`config.mk`:
```
export PLATFORM = sky130hd
export DESIGN_NAME = erb_top
export DESIGN_NICKNAME = d
export VERILOG_FILES = /design/src/erb_pkg.sv /design/src/erb_top.sv /design/src/erb_sync3.sv
export SDC_FILE = /design/constraint.sdc
export NUM_CORES = 1
export LEC_CHECK = 0
export BUFFER_PORTS_ARGS = -buffer_cell sky130_fd_sc_hd__buf_2
export CORE_MARGIN = 5
export CORE_UTILIZATION = 40
export CTS_CLUSTER_DIAMETER = 150
export CTS_CLUSTER_SIZE = 28
export DETAILED_ROUTE_END_ITERATION = 10
export HOLD_SLACK_MARGIN = 0.15
export PLACE_DENSITY = 0.69
export SETUP_SLACK_MARGIN = 0.1
export SYNTH_ARGS = -nofsm -noshare
export SYNTH_HDL_FRONTEND = slang
export SYNTH_SLANG_ARGS = --single-unit
export TNS_END_PERCENT = 20
```
`constraint.sdc`:
```
create_clock -name i_clk -period 2.5 [get_ports i_clk]
set_input_delay 0.125 -clock i_clk [delete_from_list [all_inputs] [get_ports i_clk]]
set_output_delay 0.125 -clock i_clk [all_outputs]
set_load 0.1 [all_outputs]
```
`src/erb_pkg.sv`:
```
// What this block does
// - Top bit picks channel; bits 14:11 of 1100 mean error-register read.
// - Identifier in bits 10:8; its contents come back in the next frame.
// - Low byte of the request is ignored for the read command.
// - Response drives bits 12:11 as zero.
// - Response echoes in bits 10:8 the identifier being returned.
// - Selected register's eight bits sit in the response low byte.
// - Ids 0..4 pick 200..1000 mV correction steps; id 5 picks revision.
// - Bits 14:11 of 1101, 1110, 1111 are invalid commands.
// - Response to an invalid command is never all ones.
package erb_pkg;

    localparam int unsigned FRAME_BITS  = 16;
    localparam int unsigned NUM_CHAN    = 2;
    localparam int unsigned NUM_STEPS   = 5;

    // Command field values, bits 14:13 and 12:11
    localparam logic [1:0]  CMD_ERR_READ = 2'h3;
    localparam logic [1:0]  EXT_ZERO     = 2'h0;

    // Register identifiers
    localparam logic [2:0]  REG_ID_STEP_1000 = 3'h4;
    localparam logic [2:0]  REG_ID_REVISION  = 3'h5;

    // Idle and reset words; an all-ones word must never leave the block
    localparam logic [15:0] RESP_RESET   = 16'h0000;
    localparam logic [15:0] WORD_ONES    = 16'hffff;
    localparam logic [7:0]  DATA_PAD     = 8'h00;
    localparam logic [4:0]  CNT_FULL     = 5'h10;
    localparam logic [4:0]  CNT_SAT      = 5'h1f;

    // Pin sampler width, pin idle levels {sclk, csn, mosi}
    localparam int unsigned SYNC_W       = 3;
    localparam logic [2:0]  PIN_IDLE     = 3'h2;

    typedef struct packed {
        logic       channel_select;
        logic [1:0] cmd;
        logic [1:0] ext;
        logic [2:0] reg_select_id;
        logic [7:0] reg_value_byte;
    } erb_frame_t;

    // Five correction steps of one channel, index 0 is 200 mV
    typedef logic [NUM_STEPS-1:0][7:0] erb_steps_t;

endpackage

```
`src/erb_top.sv`:
```
`timescale 1ns/10ps
// Serial slave answering the error-register read command of both channels
module erb_top #(
    // Arbitrary value, not a real part's code
    parameter logic [7:0] SILICON_REVISION = 8'h5a
) (
    // Clock and reset
    input  wire logic                   i_clk,
    input  wire logic                   i_rst_n,
    // Serial pins from the host
    input  wire logic                   i_sclk,
    input  wire logic                   i_csn,
    input  wire logic                   i_mosi,
    output logic                        o_miso,
    output logic                        o_miso_oe,
    // Correction step values per channel
    input  wire erb_pkg::erb_steps_t    i_err_corr_ch0,
    input  wire erb_pkg::erb_steps_t    i_err_corr_ch1,
    // Last request and current response
    output logic                        o_frame_done,
    output erb_pkg::erb_frame_t         o_resp_word
);
    logic [2:0]          pins_f;
    logic                sclk_f, csn_f, mosi_f;
    logic                sclk_d_r, csn_d_r;
    logic                sclk_rise, sclk_fall, cs_start, cs_end;

    erb_pkg::erb_frame_t rx_r, rx_nxt;
    erb_pkg::erb_frame_t tx_r, tx_nxt;
    erb_pkg::erb_frame_t resp_r, resp_nxt;
    logic [4:0]          cnt_r, cnt_nxt;
    logic                miso_r, miso_nxt;
    logic                oe_r, oe_nxt;
    logic                done_r, done_nxt;

    logic                is_read, is_invalid;
    logic [7:0]          sel_val;
    erb_pkg::erb_steps_t steps_sel;

    erb_sync3 #(
        .W       (erb_pkg::SYNC_W),
        .RST_VAL (erb_pkg::PIN_IDLE)
    ) u_sync (
        .i_clk   (i_clk),
        .i_rst_n (i_rst_n),
        .i_async ({i_sclk, i_csn, i_mosi}),
        .o_level (pins_f)
    );

    assign sclk_f    = pins_f[2];
    assign csn_f     = pins_f[1];
    assign mosi_f    = pins_f[0];
    assign sclk_rise = sclk_f & ~sclk_d_r & ~csn_f;
    assign sclk_fall = ~sclk_f & sclk_d_r & ~csn_f;
    assign cs_start  = ~csn_f & csn_d_r;
    assign cs_end    = csn_f & ~csn_d_r;

    assign steps_sel = rx_r.channel_select ? i_err_corr_ch1 : i_err_corr_ch0;
    assign is_read   = (rx_r.cmd == erb_pkg::CMD_ERR_READ) && (rx_r.ext == erb_pkg::EXT_ZERO);
    assign is_invalid = (rx_r.cmd == erb_pkg::CMD_ERR_READ) && (rx_r.ext != erb_pkg::EXT_ZERO);

    always_comb begin
        sel_val = erb_pkg::DATA_PAD;
        if (rx_r.reg_select_id <= erb_pkg::REG_ID_STEP_1000) begin
            sel_val = steps_sel[rx_r.reg_select_id];
        end else if (rx_r.reg_select_id == erb_pkg::REG_ID_REVISION) begin
            sel_val = SILICON_REVISION;
        end else begin
            sel_val = erb_pkg::DATA_PAD;
        end
    end

    // Shift and response next-state
    always_comb begin
        rx_nxt   = rx_r;
        tx_nxt   = tx_r;
        resp_nxt = resp_r;
        cnt_nxt  = cnt_r;
        miso_nxt = miso_r;
        // Pin released one clock after the filtered select goes high
        oe_nxt   = ~csn_f;
        done_nxt = 1'b0;
        if (cs_start) begin
            // answer to previous request goes out now
            tx_nxt   = resp_r;
            miso_nxt = resp_r[15];
            cnt_nxt  = '0;
        end else if (sclk_rise) begin
            rx_nxt = {rx_r[14:0], mosi_f};
            // Saturate so an over-long frame cannot wrap back to sixteen
            if (cnt_r != erb_pkg::CNT_SAT) begin
                cnt_nxt = cnt_r + 5'h01;
            end
        end else if (sclk_fall) begin
            tx_nxt   = {tx_r[14:0], 1'b0};
            miso_nxt = tx_r[14];
        end
        if (cs_end) begin
            done_nxt = (cnt_r == erb_pkg::CNT_FULL);
            // Short or long frames leave a harmless zero word
            resp_nxt = erb_pkg::RESP_RESET;
            if (cnt_r == erb_pkg::CNT_FULL) begin
                resp_nxt.channel_select = rx_r.channel_select;
                if (is_read) begin
                    resp_nxt.cmd = erb_pkg::CMD_ERR_READ;
                    resp_nxt.ext = erb_pkg::EXT_ZERO;
                    resp_nxt.reg_select_id = rx_r.reg_select_id;
                    // register byte, low request byte unused
                    resp_nxt.reg_value_byte = sel_val;
                end
                // invalid and other commands answer near zero
            end
        end
    end

    always_ff @(posedge i_clk) begin
        if (!i_rst_n) begin
            // Edge detectors start at idle pin levels, so no false edge
            sclk_d_r <= 1'b0;
            csn_d_r  <= 1'b1;
            rx_r     <= erb_pkg::RESP_RESET;
            tx_r     <= erb_pkg::RESP_RESET;
            resp_r   <= erb_pkg::RESP_RESET;
            cnt_r    <= '0;
            miso_r   <= 1'b0;
            oe_r     <= 1'b0;
            done_r   <= 1'b0;
        end else begin
            sclk_d_r <= sclk_f;
            csn_d_r  <= csn_f;
            rx_r     <= rx_nxt;
            tx_r     <= tx_nxt;
            resp_r   <= resp_nxt;
            cnt_r    <= cnt_nxt;
            miso_r   <= miso_nxt;
            oe_r     <= oe_nxt;
            done_r   <= done_nxt;
        end
    end

    assign o_miso       = miso_r;
    assign o_miso_oe    = oe_r;
    assign o_frame_done = done_r;
    assign o_resp_word  = resp_r;

    // Checks
    logic good_end;
    assign good_end = cs_end && (cnt_r == erb_pkg::CNT_FULL);
endmodule // erb_top

```
`src/erb_sync3.sv`:
```
`timescale 1ns/10ps
// Three-stage pin sampler; level only moves once stages two and three agree
module erb_sync3 #(
    parameter int unsigned W       = 3,
    parameter logic [W-1:0] RST_VAL = '0
) (
    // Clock and reset
    input  wire logic         i_clk,
    input  wire logic         i_rst_n,
    // Pins and filtered level
    input  wire logic [W-1:0] i_async,
    output logic      [W-1:0] o_level
);
    logic [W-1:0] s1_r, s2_r, s3_r, lvl_r;
    logic [W-1:0] lvl_nxt;

    always_comb begin
        lvl_nxt = lvl_r;
        for (int i = 0; i < W; i++) begin
            if (s2_r[i] == s3_r[i]) begin
                lvl_nxt[i] = s3_r[i];
            end
        end
    end

    always_ff @(posedge i_clk) begin
        if (!i_rst_n) begin
            s1_r  <= RST_VAL;
            s2_r  <= RST_VAL;
            s3_r  <= RST_VAL;
            lvl_r <= RST_VAL;
        end else begin
            s1_r  <= i_async;
            s2_r  <= s1_r;
            s3_r  <= s2_r;
            lvl_r <= lvl_nxt;
        end
    end

    assign o_level = lvl_r;
endmodule // erb_sync3

```
==> reports/qor.yml <==
outcome: "finished clean"
drt_iter0_drc: 82
powerDensity_mw_per_mm2: 497.0
clock-root-buffer: "clkbuf_8"
core_area_mm2: 0.008217
synthFlopType: "dfxtp_1"
finalNonFillerCells: 537
worst_setup_path_start_kind: "register"
diodes: 0
drv_slew: 0
grt_usage_pct: 15.65
numCtsBuffers: 9
cp-end-kind: "register"
ys_seq_elements: 66
dp.cells: 519
fillers: 752
syn_area_mm2: 0.003376
r2r_start: "u_sync.o_level[1]$_SDFFE_PN1N_"
ys_async_sr_fraction_pct: 0
dr.pass1.iters: 4
cts_resized: 0
reg2reg_slack_ps: 540
io_buffer_count: 101
worstRegToRegCells: 4
initial_utilization_pct: 41.08
place_hpwl_mm: 5.911
power_mw: 2.040
htree_levels: 3
nNetsFinal: 516
synth_edf_count: 0
rsz0062_at_grt: "no"
setup-violations-final: 0
die_w_um: 101.9
via_per_inst: 5.130
yosysWarnings: 0
first_global_vias: 2721
setup_tns_ps: 0
antenna_found_initial: 0
wirelength_mm: 7.951
hold_path.class: "in -> reg"
cts.sinks: 66
post-route-util_pct: 49.95
ios: 104
drcViolationCount: 0
syn_avg_cell_area_um2: 10.11
fp-row-count: 33
netlist_instances: 334
min_period_over_period_pct: 78.28
via_count: 2755
path_class: "reg -> reg"
min_period_ps: 1957
ir_worst_vdd_mv: 0.2489
place.gp.congestion: 0.7769
wl_per_cell_um: 14.81
holdWs_ps: 261.5
cp-endpoint: "o_resp_word[2]$_SDFFE_PN0P_"
insertion_delay_ps: 340
worstPathMaxFanout: 13
max_slew_margin_pct: 42.82
clkTransAtPathRegs_ps: 70
crit_start: "u_sync.o_level[1]$_SDFFE_PN1N_"
leakage_nw: 1.765
seq_area_frac_synth_pct: 39.14
overflow: 0
worstMarginPinSlew_ps: 854.1
tritoncts: "done"
grt_max_degree: 41
maxCapViolCount: 0
r2r-end: "o_resp_word[2]$_SDFFE_PN0P_"
dieHeight_um: 101.9
cp.required_ps: 2780
mostFrequentLayoutCells: "buf_2, dfxtp_1, nand2_1"
die-area_mm2: 0.01038
grt_pass1_wl_mm: 12.72
fmax_mhz: 511.0
yosysUniqueCellTypes: 46
cts_max_path_buffers: 2
mostFrequentLayoutCell: "buf_2"
finClkSkew_ps: 4.849
final_layout_size_suffix_gt1_share_pct: 31.48
hold_violations: 0
post-cts-setup-buffers: 0
cp_data_arrival_time_ps: 2230
syn_to_final_growth_pct: 21.57
postRouteAntennaNets: 0
==> worst min-delay path by stage <==
stage	endpoint	cells after the start	start
after CTS	u_sync.s3_r[1]$_SDFF_PN1_	2	i_rst_n
final	u_sync.s3_r[1]$_SDFF_PN1_	2	i_rst_n
after floorplan	u_sync.s1_r[1]$_SDFF_PN1_	1	i_csn
after global placement	u_sync.s1_r[1]$_SDFF_PN1_	2	i_csn
after detailed placement	u_sync.s1_r[1]$_SDFF_PN1_	2	i_csn
after global routing	u_sync.o_level[1]$_SDFFE_PN1N_	2	i_rst_n
==> through the flow <==
stage	area, µm²	setup WS, ps
after floorplan	3379	814.5
after global placement	3885	655.4
after detailed placement	3885	614.5
after CTS	4104	554.5
after global routing	4104	396.5
final	4104	543.0
==> area by class of cell <==
class	count	area, µm²	area share (%)
well taps	105	131.4	3.201
clock buffers	13	178.9	4.360
flip-flops and latches	66	1321	32.20
repair buffers	111	588.1	14.33
clock inverters	2	10.01	0.2439
inverters	5	18.77	0.4573
multi-input cells	235	1856	45.21
==> layer usage <==
layer | vias to the layer above | wire length, µm | GRT usage, %
li1 | 1380 | - | -
met1 | 1287 | 3554 | 19.32
met2 | 78 | 3853 | 26.31
met3 | 10 | 445 | 5.051
met4 | 0 | 98 | 4.541
met5 | - | 0 | 0
==> state kept, by name, indices dropped and copies added, names as in the netlist <==
signal / count
cnt_r: 5
csn_d_r: 1
o_frame_done: 1
o_miso: 1
o_miso_oe: 1
o_resp_word: 13
rx_r: 16
sclk_d_r: 1
tx_r: 15
u_sync.o_level: 3
u_sync.s1_r: 3
u_sync.s2_r: 3
u_sync.s3_r: 3
==> kinds of logic after synthesis <==
logic type | synth area share, %
compound gates | 15.79
xor+xnor | 0.7785
fa+ha+maj | 1.112
buf+inv | 6.004
flops | 39.14
mux | 19.09
other cells | 0.1111
simple gates | 17.98
==> cell usage after synthesis (2+ instances only) <==
master / instances / share of area (%)
a21boi_0: 10 / 2.2
a21boi_1: 12 / 2.7
a21oi_1: 11 / 1.6
a22o_1: 4 / 1.0
a22oi_1: 10 / 2.2
a32oi_1: 2 / 0.52
and2_1: 8 / 1.5
and3_1: 5 / 0.93
and3b_1: 3 / 0.78
buf_2: 5 / 0.74
buf_4: 4 / 0.89
buf_6: 5 / 1.7
clkbuf_1: 13 / 1.4
dfxtp_1: 66 / 39
ha_1: 3 / 1.1
inv_1: 5 / 0.56
mux2_2: 3 / 1.0
mux2i_1: 25 / 7.4
mux4_1: 9 / 7.0
mux4_2: 5 / 3.3
nand2_1: 55 / 6.1
nand2b_1: 6 / 1.1
nand4_1: 2 / 0.37
nor2_1: 9 / 1.0
nor2b_1: 10 / 1.9
nor4b_4: 2 / 1.4
o211a_1: 11 / 3.3
o21ai_0: 10 / 1.5
o22ai_1: 3 / 0.56
xor2_1: 2 / 0.52
==> worst max-delay path, stage by stage, from the launching register on <==
cell	delay [ps]
dfxtp_1	640
nand2b_1	200
nor4_4	690
a22o_1	220
and3_1	150
==> report_power, final <==
group / switching, mW / internal (mW)
Clock: 0.377 / 0.460
Combinational: 0.0588 / 0.0827
Sequential: 0.00306 / 1.06
==> what timing repair did <==
item	in CTS	in global routing
hold buffers	3	0
endpoints found under the setup margin	0	0
hold endpoints to repair	3	0
Note: power is estimated with default switching activity, not from simulation.
